--- config.mk ---
export PLATFORM = sky130hd
export DESIGN_NAME = cce_exec_unit
export DESIGN_NICKNAME = d
export VERILOG_FILES = /design/src/shared/cce_pkg.sv /design/src/core/cce_exec_unit.sv
export SDC_FILE = /design/constraint.sdc
export NUM_CORES = 1
export LEC_CHECK = 0
export ABC_AREA = 1
export BUFFER_PORTS_ARGS = -buffer_cell sky130_fd_sc_hd__buf_2
export CORE_MARGIN = 5
export CORE_UTILIZATION = 40
export CTS_BUF_LIST = sky130_fd_sc_hd__clkbuf_4
export DETAILED_ROUTE_END_ITERATION = 6
export HOLD_SLACK_MARGIN = 0.08
export PLACE_DENSITY = 0.8
export SLEW_MARGIN = 20
export SYNTH_ARGS = -nofsm -noshare
export SYNTH_HDL_FRONTEND = slang
export SYNTH_SLANG_ARGS = --single-unit
export TNS_END_PERCENT = 1
--- constraint.sdc ---
create_clock -name i_ref_clk -period 2.1 [get_ports i_ref_clk]
set_clock_uncertainty 0.05 [all_clocks]
set_input_delay 0.315 -clock i_ref_clk [delete_from_list [all_inputs] [get_ports i_ref_clk]]
set_output_delay 0.315 -clock i_ref_clk [all_outputs]
set_load 0.05 [all_outputs]
--- src/shared/cce_pkg.sv ---
// Purpose: Shared constants and types for the clear/call/decrement execution unit.
// Assumes: 8-bit data, 7-bit file address, 13-bit program counter.
// Notes:   Operation codes are local to this unit, not instruction encodings.
package cce_pkg;
    localparam int DATA_W     = 8;
    localparam int FADDR_W    = 7;
    localparam int PC_W       = 13;
    localparam int TARGET_W   = 11;
    localparam int LATCH_W    = 8;
    localparam int LATCH_LO   = 3;
    localparam int LATCH_HI   = 4;
    localparam int WDT_W      = 8;
    localparam int PRE_W      = 8;
    localparam int CALL_CYC   = 2;

    localparam logic [DATA_W-1:0]   ZERO_BYTE  = 8'h00;
    localparam logic [DATA_W-1:0]   ONE_BYTE   = 8'h01;
    localparam logic [PC_W-1:0]     PC_STEP    = 13'h0001;
    localparam logic [PC_W-1:0]     PC_RESET   = 13'h0000;
    localparam logic [WDT_W-1:0]    WDT_CLEAR  = 8'h00;
    localparam logic [PRE_W-1:0]    PRE_CLEAR  = 8'h00;
    localparam logic                DEST_ACC   = 1'b0;
    localparam logic                DEST_FILE  = 1'b1;

    typedef enum logic [2:0] {
        CCE_OP_NONE,
        CCE_OP_WATCHDOG_CLEAR,
        CCE_OP_CALL,
        CCE_OP_COMPLEMENT,
        CCE_OP_CLEAR_FILE,
        CCE_OP_DECREMENT,
        CCE_OP_CLEAR_ACC
    } cce_op_type;

    // One decoded instruction as presented by the decoder.
    typedef struct packed {
        cce_op_type             op;
        logic [FADDR_W-1:0]     faddr;
        logic                   dest;
        logic [TARGET_W-1:0]    target;
    } cce_instr_type;

    // One file register write-back.
    typedef struct packed {
        logic                   we;
        logic [FADDR_W-1:0]     addr;
        logic [DATA_W-1:0]      data;
    } cce_fwrite_type;

    // Status flag update: write enables for Z, time-out and power-down, and a value for Z.
    typedef struct packed {
        logic                   z_we;
        logic                   z_val;
        logic                   to_we;
        logic                   pd_we;
    } cce_status_type;

    // Return stack push.
    typedef struct packed {
        logic                   push;
        logic [PC_W-1:0]        addr;
    } cce_push_type;
endpackage

--- src/core/cce_exec_unit.sv ---
// Purpose: Executes watchdog clear, call, complement, clear-file, decrement
//          and clear-accumulator on the core instruction clock.
// Assumes: The decoder presents one instruction with i_valid; the file read
//          data for i_instr.faddr arrives on i_file_rdata in the same cycle.
// Notes:   All side effects are registered; they appear one cycle after issue.
//          An instruction offered in the second cycle of a call is dropped
//          without any side effect, and the decoder must offer it again.
//          The file read data is used as presented; a write-back still in
//          flight to the same address is not forwarded here.
//          The watchdog counter and its prescaler are only ever cleared by
//          this unit; their counting belongs to the watchdog itself.
//          Every payload field reads zero while its strobe is low, so the
//          parties downstream never see a stale address or result.
module cce_exec_unit (
    // Clock and reset
    input  wire logic                       i_ref_clk,
    input  wire logic                       i_rstn,
    // Decoded instruction
    input  wire logic                       i_valid,
    input  wire cce_pkg::cce_instr_type     i_instr,
    // Core state
    input  wire logic [cce_pkg::DATA_W-1:0]  i_file_rdata,
    input  wire logic [cce_pkg::LATCH_W-1:0] i_pc_upper_latch,
    // Program counter
    output logic [cce_pkg::PC_W-1:0]        o_pc,
    output logic                            o_busy,
    // Results
    output cce_pkg::cce_fwrite_type         o_fwrite,
    output logic                            o_acc_we,
    output logic [cce_pkg::DATA_W-1:0]      o_acc_wdata,
    output cce_pkg::cce_status_type         o_status,
    output cce_pkg::cce_push_type           o_stack_top,
    // Watchdog
    output logic                            o_watchdog_clear,
    output logic [cce_pkg::WDT_W-1:0]       o_watchdog_counter,
    output logic [cce_pkg::PRE_W-1:0]       o_watchdog_prescaler
);
    import cce_pkg::*;

    function automatic logic is_zero(input logic [DATA_W-1:0] v);
        is_zero = (v == ZERO_BYTE);
    endfunction

    logic [PC_W-1:0]        pc_ff;
    logic                   busy_ff;
    cce_fwrite_type         fwrite_ff;
    logic                   acc_we_ff;
    logic [DATA_W-1:0]      acc_wdata_ff;
    cce_status_type         status_ff;
    cce_push_type           push_ff;
    logic                   wdclr_ff;
    logic [WDT_W-1:0]       wdt_ff;
    logic [PRE_W-1:0]       pre_ff;

    wire logic go = i_valid && !busy_ff;
    wire cce_op_type op = go ? i_instr.op : CCE_OP_NONE;

    wire logic is_wdc  = (op == CCE_OP_WATCHDOG_CLEAR);
    wire logic is_call = (op == CCE_OP_CALL);
    wire logic is_com  = (op == CCE_OP_COMPLEMENT);
    wire logic is_clear_file_op = (op == CCE_OP_CLEAR_FILE);
    wire logic is_dec  = (op == CCE_OP_DECREMENT);
    wire logic is_clear_accumulator_op = (op == CCE_OP_CLEAR_ACC);

    // Arithmetic result for the read-modify-write operations.
    wire logic [DATA_W-1:0] alu_res = is_com ? ~i_file_rdata
                                    : is_dec ? i_file_rdata - ONE_BYTE
                                    : ZERO_BYTE;
    wire logic rmw      = is_com || is_dec;
    wire logic to_file  = (rmw && i_instr.dest == DEST_FILE) || is_clear_file_op;
    wire logic to_acc   = (rmw && i_instr.dest == DEST_ACC) || is_clear_accumulator_op;
    wire logic z_update = rmw || is_clear_file_op || is_clear_accumulator_op;
    wire logic z_value  = is_zero(alu_res);

    // Call target: latch bits four:three above the eleven-bit operand.
    wire logic [PC_W-1:0] call_pc = {i_pc_upper_latch[LATCH_HI:LATCH_LO],
                                     i_instr.target};
    wire logic [PC_W-1:0] ret_pc  = pc_ff + PC_STEP;
    wire logic [PC_W-1:0] nxt_pc  = is_call ? call_pc
                                  : (go ? ret_pc : pc_ff);

    // Payloads are forced to zero while their strobe is low, so an idle output
    // never carries a stale address, result or return address.
    wire logic [FADDR_W-1:0] file_addr = to_file ? i_instr.faddr : '0;
    wire logic [DATA_W-1:0]  file_data = to_file ? alu_res : ZERO_BYTE;
    wire logic [DATA_W-1:0]  acc_data  = to_acc ? alu_res : ZERO_BYTE;
    wire logic [PC_W-1:0]    push_addr = is_call ? ret_pc : '0;

    // A call or a watchdog clear must show no zero-flag activity, so the
    // zero value is only driven together with its write enable.
    wire logic               z_write   = z_update && z_value;

    // Next values of the result registers.
    wire logic               nxt_busy      = is_call;
    wire cce_fwrite_type     nxt_fwrite    = '{we:   to_file,
                                               addr: file_addr,
                                               data: file_data};
    wire logic               nxt_acc_we    = to_acc;
    wire logic [DATA_W-1:0]  nxt_acc_wdata = acc_data;
    wire cce_status_type     nxt_status    = '{z_we:  z_update,
                                               z_val: z_write,
                                               to_we: is_wdc,
                                               pd_we: is_wdc};
    wire cce_push_type       nxt_push      = '{push: is_call,
                                               addr: push_addr};
    wire logic               nxt_wdclr     = is_wdc;
    wire logic [WDT_W-1:0]   nxt_wdt       = is_wdc ? WDT_CLEAR : wdt_ff;
    wire logic [PRE_W-1:0]   nxt_pre       = is_wdc ? PRE_CLEAR : pre_ff;

    // The program counter holds while a call occupies its second cycle.
    always_ff @(posedge i_ref_clk or negedge i_rstn) begin
        if (!i_rstn) begin
            pc_ff <= PC_RESET;
        end else begin
            pc_ff <= nxt_pc;
        end
    end

    // Marks the second cycle of a call, in which a new instruction is refused.
    always_ff @(posedge i_ref_clk or negedge i_rstn) begin
        if (!i_rstn) begin
            busy_ff <= 1'b0;
        end else begin
            busy_ff <= nxt_busy;
        end
    end

    always_ff @(posedge i_ref_clk or negedge i_rstn) begin
        if (!i_rstn) begin
            fwrite_ff <= '0;
        end else begin
            fwrite_ff <= nxt_fwrite;
        end
    end

    always_ff @(posedge i_ref_clk or negedge i_rstn) begin
        if (!i_rstn) begin
            acc_we_ff <= 1'b0;
        end else begin
            acc_we_ff <= nxt_acc_we;
        end
    end

    always_ff @(posedge i_ref_clk or negedge i_rstn) begin
        if (!i_rstn) begin
            acc_wdata_ff <= ZERO_BYTE;
        end else begin
            acc_wdata_ff <= nxt_acc_wdata;
        end
    end

    // Call touches no flag; watchdog clear only sets its two bits.
    always_ff @(posedge i_ref_clk or negedge i_rstn) begin
        if (!i_rstn) begin
            status_ff <= '0;
        end else begin
            status_ff <= nxt_status;
        end
    end

    // The return address is taken before the program counter moves.
    always_ff @(posedge i_ref_clk or negedge i_rstn) begin
        if (!i_rstn) begin
            push_ff <= '0;
        end else begin
            push_ff <= nxt_push;
        end
    end

    // One-cycle strobe telling the watchdog that its count was just cleared.
    always_ff @(posedge i_ref_clk or negedge i_rstn) begin
        if (!i_rstn) begin
            wdclr_ff <= 1'b0;
        end else begin
            wdclr_ff <= nxt_wdclr;
        end
    end

    always_ff @(posedge i_ref_clk or negedge i_rstn) begin
        if (!i_rstn) begin
            wdt_ff <= WDT_CLEAR;
        end else begin
            wdt_ff <= nxt_wdt;
        end
    end

    always_ff @(posedge i_ref_clk or negedge i_rstn) begin
        if (!i_rstn) begin
            pre_ff <= PRE_CLEAR;
        end else begin
            pre_ff <= nxt_pre;
        end
    end

    // Every output comes straight from its register.
    assign o_pc                 = pc_ff;
    assign o_busy               = busy_ff;
    assign o_fwrite             = fwrite_ff;
    assign o_acc_we             = acc_we_ff;
    assign o_acc_wdata          = acc_wdata_ff;
    assign o_status             = status_ff;
    assign o_stack_top          = push_ff;
    assign o_watchdog_clear     = wdclr_ff;
    assign o_watchdog_counter   = wdt_ff;
    assign o_watchdog_prescaler = pre_ff;
endmodule

## Yosys cells after proc, flatten, opt, wreduce, memory -nomap -nowiden

Index checks and enable logic that the tools add are counted.
Widths: inputs -> output; s select.

| storage, ports and cells | value |
|---|---|
| bits in registers | 55 |
| input port bits | 41 |
| output and inout bits | 74 |
| word-level logic and storage cells | 42 |

| operators by class | value |
|---|---|
| $add $sub $neg | 2 |
| equal/unequal tests | 6 |
| multiplexer cells | 9 |
| bitwise gates (word level) | 2 |
| reductions and logical operators | 12 |

Operators by type and width:

| kind | count |
|---|---|
| $mux 13 | 3 |
| $mux 8 | 4 |
| $add 13x1->13 const B | 1 |
| $eq 3x3->1 const B | 3 |
| $logic_not 8->1 | 1 |
| $not 8->8 | 1 |
| $sub 8x1->8 const B | 1 |
| $mux 7 | 1 |
| $eq 3x2->1 const B | 2 |
| $logic_or 1x1->1 | 5 |
| $logic_and 1x1->1 | 4 |
| $eq 3x1->1 const B | 1 |
| $mux 3 | 1 |
| $reduce_bool 2->1 | 1 |
| $logic_not 1->1 | 1 |
| $not 1->1 | 1 |

## Depth between registers and ports, before layout

Gate-level depths: netlist of run 1.

| logic depth | value |
|---|---|
| word-level depth | 8 |
| depth in mapped cells | 11 |
| depth with buffers taken out | 11 |

## Least setup slack after synthesis of run 1

No wires, ideal clock.

| timing path | value |
|---|---|
| path kind | flip-flop to flip-flop |
| start point | register pc_ff[0], in the netlist o_pc[0] |
| end point | register pc_ff[12], in the netlist o_pc[12] |
| setup time | 132 ps |
| arrival | 1,741 ps |
| required time | 1,918 ps |
| setup slack | 177 ps |
| cell stages (with the launch flop) | 11 |
| path buffers | 0 |
| clock period less this slack | 1,923 ps |
| path through | dfrtp_1 -> ha_1 -> nand4_1 -> nor2_1 -> nand2_1 -> inv_1 -> nand2_1 -> nand2_1 -> nand3_1 -> nand2_1 -> o21ai_0 |

| on the way | value |
|---|---|
| cells in the longest elaborated chain, start to end | 3 |

RTL lines:

| element | RTL line | source |
|---|---|---|
| start, declared | cce_exec_unit.sv:44 | `logic [PC_W-1:0] pc_ff;` |
| start signal, assigned | cce_exec_unit.sv:115 | `pc_ff <= nxt_pc;` |
| $add 13x1->13 | cce_exec_unit.sv:78 | `wire logic [PC_W-1:0] ret_pc = pc_ff + PC_STEP;` |
| $mux 13 | cce_exec_unit.sv:80 | `: (go ? ret_pc : pc_ff);` |
| $mux 13 | cce_exec_unit.sv:79 | `wire logic [PC_W-1:0] nxt_pc = is_call ? call_pc` |

No other way between the ends. The select of a mux whose other input is x is not followed.
A chain may end at the register's enable or synchronous reset.

## Worst setup path after layout of run 1

Ends and elaborated chain as after synthesis.

==> flow_metrics.tcl, run 1 <==
set metrics [dict create \
    postRouteAntennaNets 0 \
    worstSetupPathType "flip-flop to flip-flop" \
    num_rows 30 \
    fin_ws_ps 362 \
    setup_viol 0 \
    synth_area_leader_cell "dfrtp_1" \
    diodes 0 \
    io_buffers 92 \
    synth_top_family_by_area "simple AND/OR/NAND/NOR gates" \
    power_density_nw_per_um2 810 \
    syn_inst 325 \
    cts-root-buf "clkbuf_4" \
    clk_path_buf_depth 2 \
    fin_setup_tns_ps 0 \
    drtIter0Drc 60 \
    synth_compound_gate_area_share_pct 8.84 \
    wl_per_cell_um 12.3 \
    netlist_area_um2 2720 \
    cpMostUsedCell "nand2_1" \
    dp.cells 492 \
    die_height_um 92.4 \
    async_flop_share_pct 100 \
    ys_types 29 \
    synth-adder-area-share_pct 0.921 \
    timing.critical_path.fanout_max 5 \
    grt_pass1_wl_mm 10.2 \
    ios 115 \
    clk-insertion-delay-late_ps 370 \
    slew_headroom_pct 64.2 \
    critPathTopFamily "simple AND/OR/NAND/NOR gates" \
    viasPerCell 4.53 \
    route.detailed.drc 0 \
    worst_slew_pin_slew_ps 537 \
    drv_slew 0 \
    firstDrtPassIters 4 \
    dr_total_vias 2301 \
    place.gp.congestion 0.850 \
    cp-start-kind "flip-flop" \
    cp.arrival_ps 1960 \
    max_cap_violations 0 \
    cts_buffers 5 \
    rsz0062_at_grt "false" \
    cp_num_buf_inv 1 \
    drt-total-wl_mm 6.26 \
    worst_path_max_delay_cell "dfrtp_1" \
    max_stage_delay_ps 450 \
    htree_levels 2 \
    synth_flop_cell "dfrtp_1" \
    die_w_um 92.4 \
    cts_tree "built" \
    grt_overflow 0 \
    post-place-ws_ps 381 \
    area.growth.synth_to_final_pct 23.3 \
    hold_path.class "input pin to flip-flop" \
    start_util_pct 40.4 \
    crit_path_end_kind "flip-flop" \
    synth-simple-area-share_pct 23.3 \
    period_share_pct 82.8 \
    antenna_found_initial 0 \
    cts-resized-gates 0 \
    max_clock_freq_mhz 575 \
    ys_seq_area_share_pct 50.6 \
    synth-seq-cells 55 \
    ir_worst_vdd_mv 0.731 \
    nNetsFinal 470 \
    period_minus_slack_ps 1740 \
    synth_area_leaders "dfrtp_1 (51%), nand2_1 (7.5%), inv_1 (7.2%), nor2_1 (7.2%), buf_4 (5.5%)" \
    grt_max_degree 34 \
    status "finished clean" \
    hold_viol 0 \
    core-area_um2 6720 \
    dieArea_um2 8540 \
    synthXorXnorAreaFrac_pct 1.93 \
    grt_pass1_vias 2239 \
    synth_edf_count 0 \
    avgSynthCellArea_um2 8.36 \
    synthMuxAreaShare_pct 0 \
    cts.sinks 55 \
    clkTransAtPathRegs_ps 170 \
    hpwl_mm 5.00 \
    instances_no_fill 508 \
    grt_use_total_pct 14.8 \
    crit_chain "ha_1 > nand4_1 > nor2_1 > nand2_1 > inv_1 > nand2_1 > nand2_1 > nand3_1 > nand2_1 > o21ai_0" \
    yosysWarningCount 0 \
    yosys.area.top_type_share_pct 50.6 \
    required_ps 2320 \
    final_layout_size_suffix_gt1_share_pct 28.5 \
    leakage_nw 2.06 \
]
-- worst reg2reg max path, stage by stage, from the launching register on --
cell,delay (ps)
dfrtp_1,450
ha_1,230
nand4_1,180
nor2_1,230
nand2_1,100
inv_1,100
nand2_1,50
nand2_1,70
nand3_1,70
nand2_1,50
o21ai_0,60
-- timing repair --
item                                   CTS  global route
endpoints found under the hold margin   29             0
hold buffers                             8             0
setup buffers                            0             0
setup endpoints to repair                0             0
-- area by class of cell --
type | instances | area (um^2)
clock buffer | 5 | 37.5
clock inverter | 3 | 23.8
fill | 648 | 3370
inverter | 59 | 221
multi-input combinational | 202 | 1010
sequential | 55 | 1380
tap | 80 | 100
timing repair buffer | 104 | 583
-- synthesized netlist by cell type, types with 3 or more instances --
| cell type | count |
|---|---|
| nand3_1 | 16 |
| clkbuf_1 | 3 |
| inv_1 | 52 |
| inv_2 | 7 |
| nor3_1 | 4 |
| o22ai_1 | 3 |
| o21ai_0 | 17 |
| nor2_1 | 52 |
| xor2_1 | 4 |
| a21oi_1 | 14 |
| nand2_1 | 54 |
| o211ai_1 | 3 |
| buf_4 | 20 |
| dfrtp_1 | 55 |
-- cell families (layout without fill, tap and decap cells) --
family,Yosys count,after routing
flops,55,55
simple gates,138,138
buf+inv,83,171
xor+xnor,6,6
compound gates,40,40
other cells,1,16
fa+ha+maj,2,2
-- final timing paths --
kind	to	startpoint	cells after the start	slack, ps
max	o_pc[12]$_DFFE_PN0P_	o_pc[0]$_DFFE_PN0P_	10	360
min	o_pc[0]$_DFFE_PN0P_	i_instr[0]	3	130
max reg2reg	o_pc[12]$_DFFE_PN0P_	o_pc[0]$_DFFE_PN0P_	10	360
min reg2reg	o_stack_top[0]$_DFF_PN0_	o_pc[0]$_DFFE_PN0P_	1	480
max in group asynchronous	o_acc_wdata[0]$_DFF_PN0_	i_rstn	3	1050
min in group asynchronous	o_stack_top[0]$_DFF_PN0_	i_rstn	2	390
-- layout by cell type (no fill, tap or decap), drive strengths merged --
cell / count
clkbuf: 5
a21oi: 14
inv: 60
nand2: 56
xor2: 4
nand4: 2
nor2: 54
dfrtp: 55
o21ai: 18
buf: 96
o211ai: 3
xnor2: 2
o21a: 1
clkinv: 2
nor3: 6
ha: 2
nand3: 20
o22ai: 4
dlygate4sd3: 8
conb: 16
-- report_power, final --
| part | internal (mW) | switching [mW] |
|---|---|---|
| Clock | 0.138 | 0.338 |
| Sequential | 1.15 | 0.0880 |
| Combinational | 0.245 | 0.752 |
| Total | 1.54 | 1.18 |
-- registers in the layout, indices dropped and copies added, names as in the netlist --
register and cells:
o_acc_wdata 8, o_acc_we 1, o_busy 1, o_fwrite 16, o_pc 13, o_stack_top 13
o_status 3
-- per-stage QoR --
step	cell area (um^2)	utilization [%]	hold slack (ps)	total power [mW]
floorplan	2770	-	-30.6	2.02
global placement	3210	47.8	277	2.23
detailed placement	3210	47.8	275	2.25
CTS	3350	49.9	114	2.75
global route	3350	49.9	124	2.88
finish	3350	49.9	131	2.71
-- layer usage --
metal / routed length (um) / track usage (%) / vias to the layer above / share of wire [%]
met5: 0 / 0 / - / 0
met4: 55 / 3.71 / 0 / 0.88
met3: 477 / 3.41 / 4 / 7.6
met2: 3020 / 25.9 / 84 / 48
met1: 2700 / 18.3 / 1043 / 43
li1: - / - / 1170 / -
Note: power is estimated with default switching activity, not from simulation.
==> inputs of run 2 (changes only) <==
--- a/config.mk
+++ b/config.mk
@@ -12,7 +12,7 @@
 export CTS_BUF_LIST = sky130_fd_sc_hd__clkbuf_4
 export DETAILED_ROUTE_END_ITERATION = 6
 export HOLD_SLACK_MARGIN = 0.08
-export PLACE_DENSITY = 0.8
+export PLACE_DENSITY = 0.82
 export SLEW_MARGIN = 20
 export SYNTH_ARGS = -nofsm -noshare
 export SYNTH_HDL_FRONTEND = slang
==> constraint.sdc (replaced) <==
create_clock -name i_ref_clk -period 1.41 [get_ports i_ref_clk]
set_clock_uncertainty 0.05 [all_clocks]
set_input_delay 0.2115 -clock i_ref_clk [delete_from_list [all_inputs] [get_ports i_ref_clk]]
set_output_delay 0.2115 -clock i_ref_clk [all_outputs]
set_load 0.05 [all_outputs]
==> run 2 against run 1 <==
- the run now ends with setup timing left
- hold slack worse by 18 ps
- critical path depth is 2 lower
- clock power increased by 87%
- routed wire length increased by 9.3%
- combinational power rose by 91%
- final cell count rose by 8.1%
- maximum frequency rose by 16%
- die area unchanged
- via count up 8.3%
- sequential power increased by 50%
- register-to-register slack got worse by 450 ps
- flip-flop and latch count unchanged
- critical endpoint is now o_pc[5]$_DFFE_PN0P_
- highest routed layer unchanged
==> flow_metrics.tcl, run 2 (synthesized netlist as in run 1, its figures left out) <==
set metrics [dict create \
    clkTransAtPathRegs_ps 170 \
    nNetsFinal 511 \
    crit_path_end_kind "flip-flop" \
    worst_path_max_delay_cell "dfrtp_2" \
    intPower_mw 2.80 \
    p_comb_share_pct 41.0 \
    final_common_cell "buf_2" \
    max_stage_delay_ps 430 \
    max_clock_freq_mhz 669 \
    crit_chain "buf_6 > inv_1 > nor3_4 > buf_4 > nand3_1 > xor2_1 > nand2_1 > a21oi_1" \
    antenna_found_initial 0 \
    clk-insertion-delay-late_ps 370 \
    place.gp.congestion 0.886 \
    largest_reg_flops 16 \
    drt-total-wl_mm 6.84 \
    cts_tree "built" \
    status "complete, but fails checks" \
    drtIter0Drc 48 \
    hold_path.class "input pin to flip-flop" \
    viasPerCell 4.54 \
    grt_pass1_wl_mm 11.2 \
    required_ps 1670 \
    min-delay-start "i_instr[8]" \
    drv_slew 0 \
    firstDrtPassIters 4 \
    r2r-end "o_pc[5]$_DFFE_PN0P_" \
    critPathTopFamily "flip-flops" \
    final_layout_size_suffix_gt1_share_pct 36.5 \
    area.growth.synth_to_final_pct 42.3 \
    timing.critical_path.fanout_max 4 \
    fin_ws_ps -84.5 \
    switching_share_pct 40.0 \
    cts-root-buf "clkbuf_4" \
    setup_viol 26 \
    reg2reg_depth 8 \
    min_to "o_pc[8]$_DFFE_PN0P_" \
    final_util_pct 57.6 \
    rr_startpoint "o_pc[0]$_DFFE_PN0P_" \
    final_cell_mix "buf_2 (81), nand2_1 (51), dfrtp_1 (50)" \
    grt_pass1_vias 2444 \
    period_minus_slack_ps 1490 \
    die_height_um 92.4 \
    postRouteAntennaNets 0 \
    r2r_slack_ps -80 \
    diodes 0 \
    die_w_um 92.4 \
    rsz0062_at_grt "true" \
    max_cap_violations 0 \
    violations "setup timing" \
    dieArea_um2 8540 \
    worstSetupPathType "flip-flop to flip-flop" \
    dr_total_vias 2493 \
    clock_power_share_pct 19.1 \
    wl_per_cell_um 12.5 \
    io_buffers 92 \
    cp_num_buf_inv 3 \
    num_rows 30 \
    cp.arrival_ps 1750 \
    cp-start-kind "flip-flop" \
    ios 115 \
    power_switching_mw 1.87 \
    htree_levels 2 \
    grt_overflow 0 \
    p_seq_share_pct 39.9 \
    p_total_mw 4.66 \
    route.detailed.drc 0 \
    leakage_nw 2.28 \
    grt_use_total_pct 16.5 \
    cts.sinks 55 \
    grt_max_degree 40 \
    start_util_pct 40.4 \
    cts_buffers 5 \
    clk_path_buf_depth 2 \
    hold_viol 0 \
    core-area_um2 6720 \
    hpwl_mm 5.07 \
    power_density_nw_per_um2 1210 \
    period_share_pct 106 \
    ir_worst_vdd_mv 0.952 \
    whs_path_depth 3 \
]
run 2: cell types whose count changed in the layout (fill, tap and decap cells not counted), sizes merged:
cell         change
bufinv           +1
dlygate4sd3     +12
clkinv           -1
clkbuf           +3
buf             +26
run 2: power by group through the flow:
| stage | clock [mW] | combinational (mW) | sequential [mW] |
|---|---|---|---|
| 6_report | 0.890 | 1.91 | 1.86 |
| 5_1_grt | 1.00 | 2.07 | 1.88 |
| 4_1_cts | 0.927 | 1.87 | 1.86 |
| 3_5_place_dp | 0 | 1.72 | 1.88 |
| 3_3_place_gp | 0 | 1.70 | 1.88 |
| 2_1_floorplan | 0 | 0.649 | 2.38 |
run 2: through the flow:
step | TNS, ps | std cells | hold slack (ps) | instance area (um^2) | setup WS [ps]
final | -905 | 549 | 113 | 3870 | -84.5
after global routing | -5360 | 549 | 92.2 | 3870 | -212
after CTS | -1230 | 549 | 103 | 3830 | -92.6
after detailed placement | -2510 | 517 | 139 | 3440 | -205
after global placement | -1370 | 517 | 129 | 3440 | -138
after floorplan | -7670 | 340 | -134 | 2790 | -289
run 2: what timing repair did:
item	in CTS	in global routing
endpoints found under the hold margin	41	0
endpoints found under the setup margin	50	59
hold buffers	20	0
resized for setup	24	16
pin swaps	6	6
setup buffers	4	0
run 2: per-layer routing:
layer	track usage (%)	vias to the layer above	wire [um]
met4	4.21	0	49
met2	29.1	104	3440
met5	0	-	0
li1	-	1248	-
met1	19.6	1136	2800
met3	4.71	5	550
run 2: worst max-delay path by stage:
stage | start | endpoint | slack, ps | depth (start not counted)
floorplan | o_pc[0]$_DFFE_PN0P_ | o_pc[12]$_DFFE_PN0P_ | -290 | 10
finish | o_pc[0]$_DFFE_PN0P_ | o_pc[5]$_DFFE_PN0P_ | -80 | 8
detailed placement | o_pc[1]$_DFFE_PN0P_ | o_pc[12]$_DFFE_PN0P_ | -210 | 10
CTS | o_pc[0]$_DFFE_PN0P_ | o_pc[9]$_DFFE_PN0P_ | -90 | 9
global route | o_pc[0]$_DFFE_PN0P_ | o_pc[9]$_DFFE_PN0P_ | -210 | 9
global placement | o_pc[1]$_DFFE_PN0P_ | o_pc[12]$_DFFE_PN0P_ | -140 | 10
run 2: worst register-to-register path, delay by kind of cell, from the launching register on:
| kind | cells | cell delay (ps) |
|---|---|---|
| flops | 1 | 430 |
| buf+inv | 3 | 330 |
| xor+xnor | 1 | 190 |
| compound gates | 1 | 120 |
| simple gates | 3 | 310 |
run 2: layout make-up:
class / instances / area (um^2)
clock buffer: 5 / 37.5
clock inverter: 3 / 47.5
fill: 610 / 2850
inverter: 59 / 226
multi-input combinational: 202 / 1070
sequential: 55 / 1380
tap: 80 / 100
timing repair buffer: 145 / 1010
==> inputs of run 3 (changes only) <==
--- a/config.mk
+++ b/config.mk
@@ -10,6 +10,7 @@
 export CORE_MARGIN = 5
 export CORE_UTILIZATION = 40
 export CTS_BUF_LIST = sky130_fd_sc_hd__clkbuf_4
+export CTS_CLUSTER_DIAMETER = 120
 export DETAILED_ROUTE_END_ITERATION = 6
 export HOLD_SLACK_MARGIN = 0.08
 export PLACE_DENSITY = 0.82
==> constraint.sdc (replaced) <==
create_clock -name i_ref_clk -period 1.22 [get_ports i_ref_clk]
set_clock_uncertainty 0.05 [all_clocks]
set_input_delay 0.183 -clock i_ref_clk [delete_from_list [all_inputs] [get_ports i_ref_clk]]
set_output_delay 0.183 -clock i_ref_clk [all_outputs]
set_load 0.05 [all_outputs]
==> run 3 against run 2 <==
- routed wire length is 12% higher
- via count rose by 6.9%
- the flow still finishes with violations (setup timing)
- register-to-register slack lost 340 ps
- maximum frequency down 9.1%
- highest routed layer unchanged
- global-route usage grew 0.94 points
- sequential power increased by 15%
- count of clock-buffer cells in the layout unchanged
- die area stayed put
- total power up 22%
==> flow_metrics.tcl, run 3 (synthesized netlist as in run 1, its figures left out) <==
set metrics [dict create \
    status "complete, but fails checks" \
    violations "setup timing" \
    setup_viol 68 \
    io_buffers 92 \
    place_area_um2 3580 \
    rsz0062_at_grt "true" \
    viasPerCell 4.65 \
    hold_viol 0 \
    num_rows 30 \
    ir_worst_vdd_mv 1.19 \
    diodes 0 \
    cts-root-buf "clkbuf_4" \
    final_common_cell "buf_6" \
    grt_max_degree 29 \
    final_layout_size_suffix_gt1_share_pct 38.7 \
    wl_per_cell_um 13.4 \
    antenna_found_initial 0 \
    timing.critical_path.fanout_max 4 \
    place.gp.congestion 0.888 \
    fin_area_um2 4350 \
    firstDrtPassIters 4 \
    hpwl_mm 5.08 \
    cp.arrival_ps 1870 \
    drt-total-wl_mm 7.69 \
    switching_share_pct 40.5 \
    drv_slew 0 \
    whs_ps 122 \
    die_height_um 92.4 \
    htree_levels 2 \
    r2r_slack_ps -420 \
    leakage_nw 2.42 \
    p_seq_share_pct 37.6 \
    power_density_nw_per_um2 1310 \
    route.detailed.drc 0 \
    largest_reg_flops 16 \
    fin_ws_ps -425 \
    hold_path.class "input pin to flip-flop" \
    final_util_pct 64.7 \
    clk-insertion-delay-late_ps 380 \
    cts.sinks 55 \
    clk_path_buf_depth 2 \
    grt_pass1_vias 2598 \
    required_ps 1440 \
    core-area_um2 6720 \
    clock_power_share_pct 14.7 \
    fin_setup_tns_ps -12800 \
    max_cap_violations 0 \
    nNetsFinal 535 \
    cts_buffers 5 \
    period_minus_slack_ps 1640 \
    intPower_mw 3.38 \
    die_w_um 92.4 \
    ios 115 \
    final_cell_mix "buf_6 (59), nand2_1 (52), inv_1 (50), dfrtp_1 (50)" \
    drtIter0Drc 73 \
    period_share_pct 135 \
    grt_pass1_wl_mm 11.9 \
    clkTransAtPathRegs_ps 170 \
    grt_overflow 0 \
    grt_use_total_pct 17.4 \
    cts_tree "built" \
    dieArea_um2 8540 \
    p_comb_share_pct 47.7 \
    power_switching_mw 2.30 \
    start_util_pct 40.4 \
    fillers 525 \
    postRouteAntennaNets 0 \
    crit_path_end_kind "flip-flop" \
    max_clock_freq_mhz 608 \
    worstSetupPathType "flip-flop to flip-flop" \
    cp-start-kind "flip-flop" \
    area.growth.synth_to_final_pct 60.0 \
    dr_total_vias 2665 \
]
==> run 3: cell count changes in the layout (fill, tap and decap cells not counted), moves of 2 or more <==
cell,previous run,this run
buf_2,81,34
buf_4,29,48
buf_6,9,59
buf_8,0,4
clkbuf_4,8,5
clkinvlp_4,0,2
dlygate4sd3_1,20,22
inv_2,8,6
nand2_2,4,2
==> run 3: final timing paths <==
kind | startpoint | end | cells after the start
min reg2reg | o_pc[12]$_DFFE_PN0P_ | o_stack_top[12]$_DFF_PN0_ | 2
min in group asynchronous | i_rstn | o_status[3]$_DFF_PN0_ | 3
max reg2reg | o_pc[3]$_DFFE_PN0P_ | o_pc[7]$_DFFE_PN0P_ | 7
max | o_pc[3]$_DFFE_PN0P_ | o_pc[7]$_DFFE_PN0P_ | 7
min | i_file_rdata[7] | o_fwrite[7]$_DFF_PN0_ | 3
max in group asynchronous | i_rstn | o_pc[4]$_DFFE_PN0P_ | 3
==> run 3: repair_timing <==
item / CTS / global route
endpoints found under the setup margin: 110 / 111
endpoints found under the hold margin: 77 / 0
setup buffers: 3 / 3
pin swaps: 7 / 6
hold buffers: 22 / 0
resized for setup: 90 / 54
==> run 3: cell type report <==
type,instances,area (um^2),area share (%)
clock buffer,5,37.5,0.863
clock inverter,3,23.8,0.547
inverter,59,229,5.26
multi-input combinational,202,1060,24.4
sequential,55,1380,31.8
tap,80,100,2.30
timing repair buffer,169,1520,34.8
==> run 3: per-stage QoR <==
| step | cells | total power [mW] | worst slack (ps) |
|---|---|---|---|
| finish | 573 | 5.69 | -425 |
| global route | 573 | 6.02 | -494 |
| detailed placement | 537 | 4.34 | -417 |
| global placement | 537 | 4.30 | -341 |
| CTS | 570 | 5.48 | -317 |
| floorplan | 340 | 3.50 | -479 |
==> run 3: power groups by stage <==
stage	logic (mW)	registers, mW	clock network (mW)
after floorplan	0.750	2.75	0
after global placement	2.16	2.14	0
after detailed placement	2.19	2.15	0
after CTS	2.49	2.12	0.868
after global routing	2.90	2.16	0.952
final	2.71	2.14	0.838
==> run 3: layer usage <==
layer	wire length, um	track usage (%)	part of all wire (%)	up-vias
met5	0	0	0	-
met4	131	4.83	1.7	0
met3	642	4.79	8.4	12
met2	3970	31.1	52	120
met1	2940	20.4	38	1239
li1	-	-	-	1294
==> run 3: worst max-delay path, stage by stage, from the launching register on <==
cell	delay [ps]
dfrtp_2	440
inv_1	110
nor3_2	290
nand2_2	130
buf_6	140
xor2_2	140
nor2_1	150
o22ai_1	110
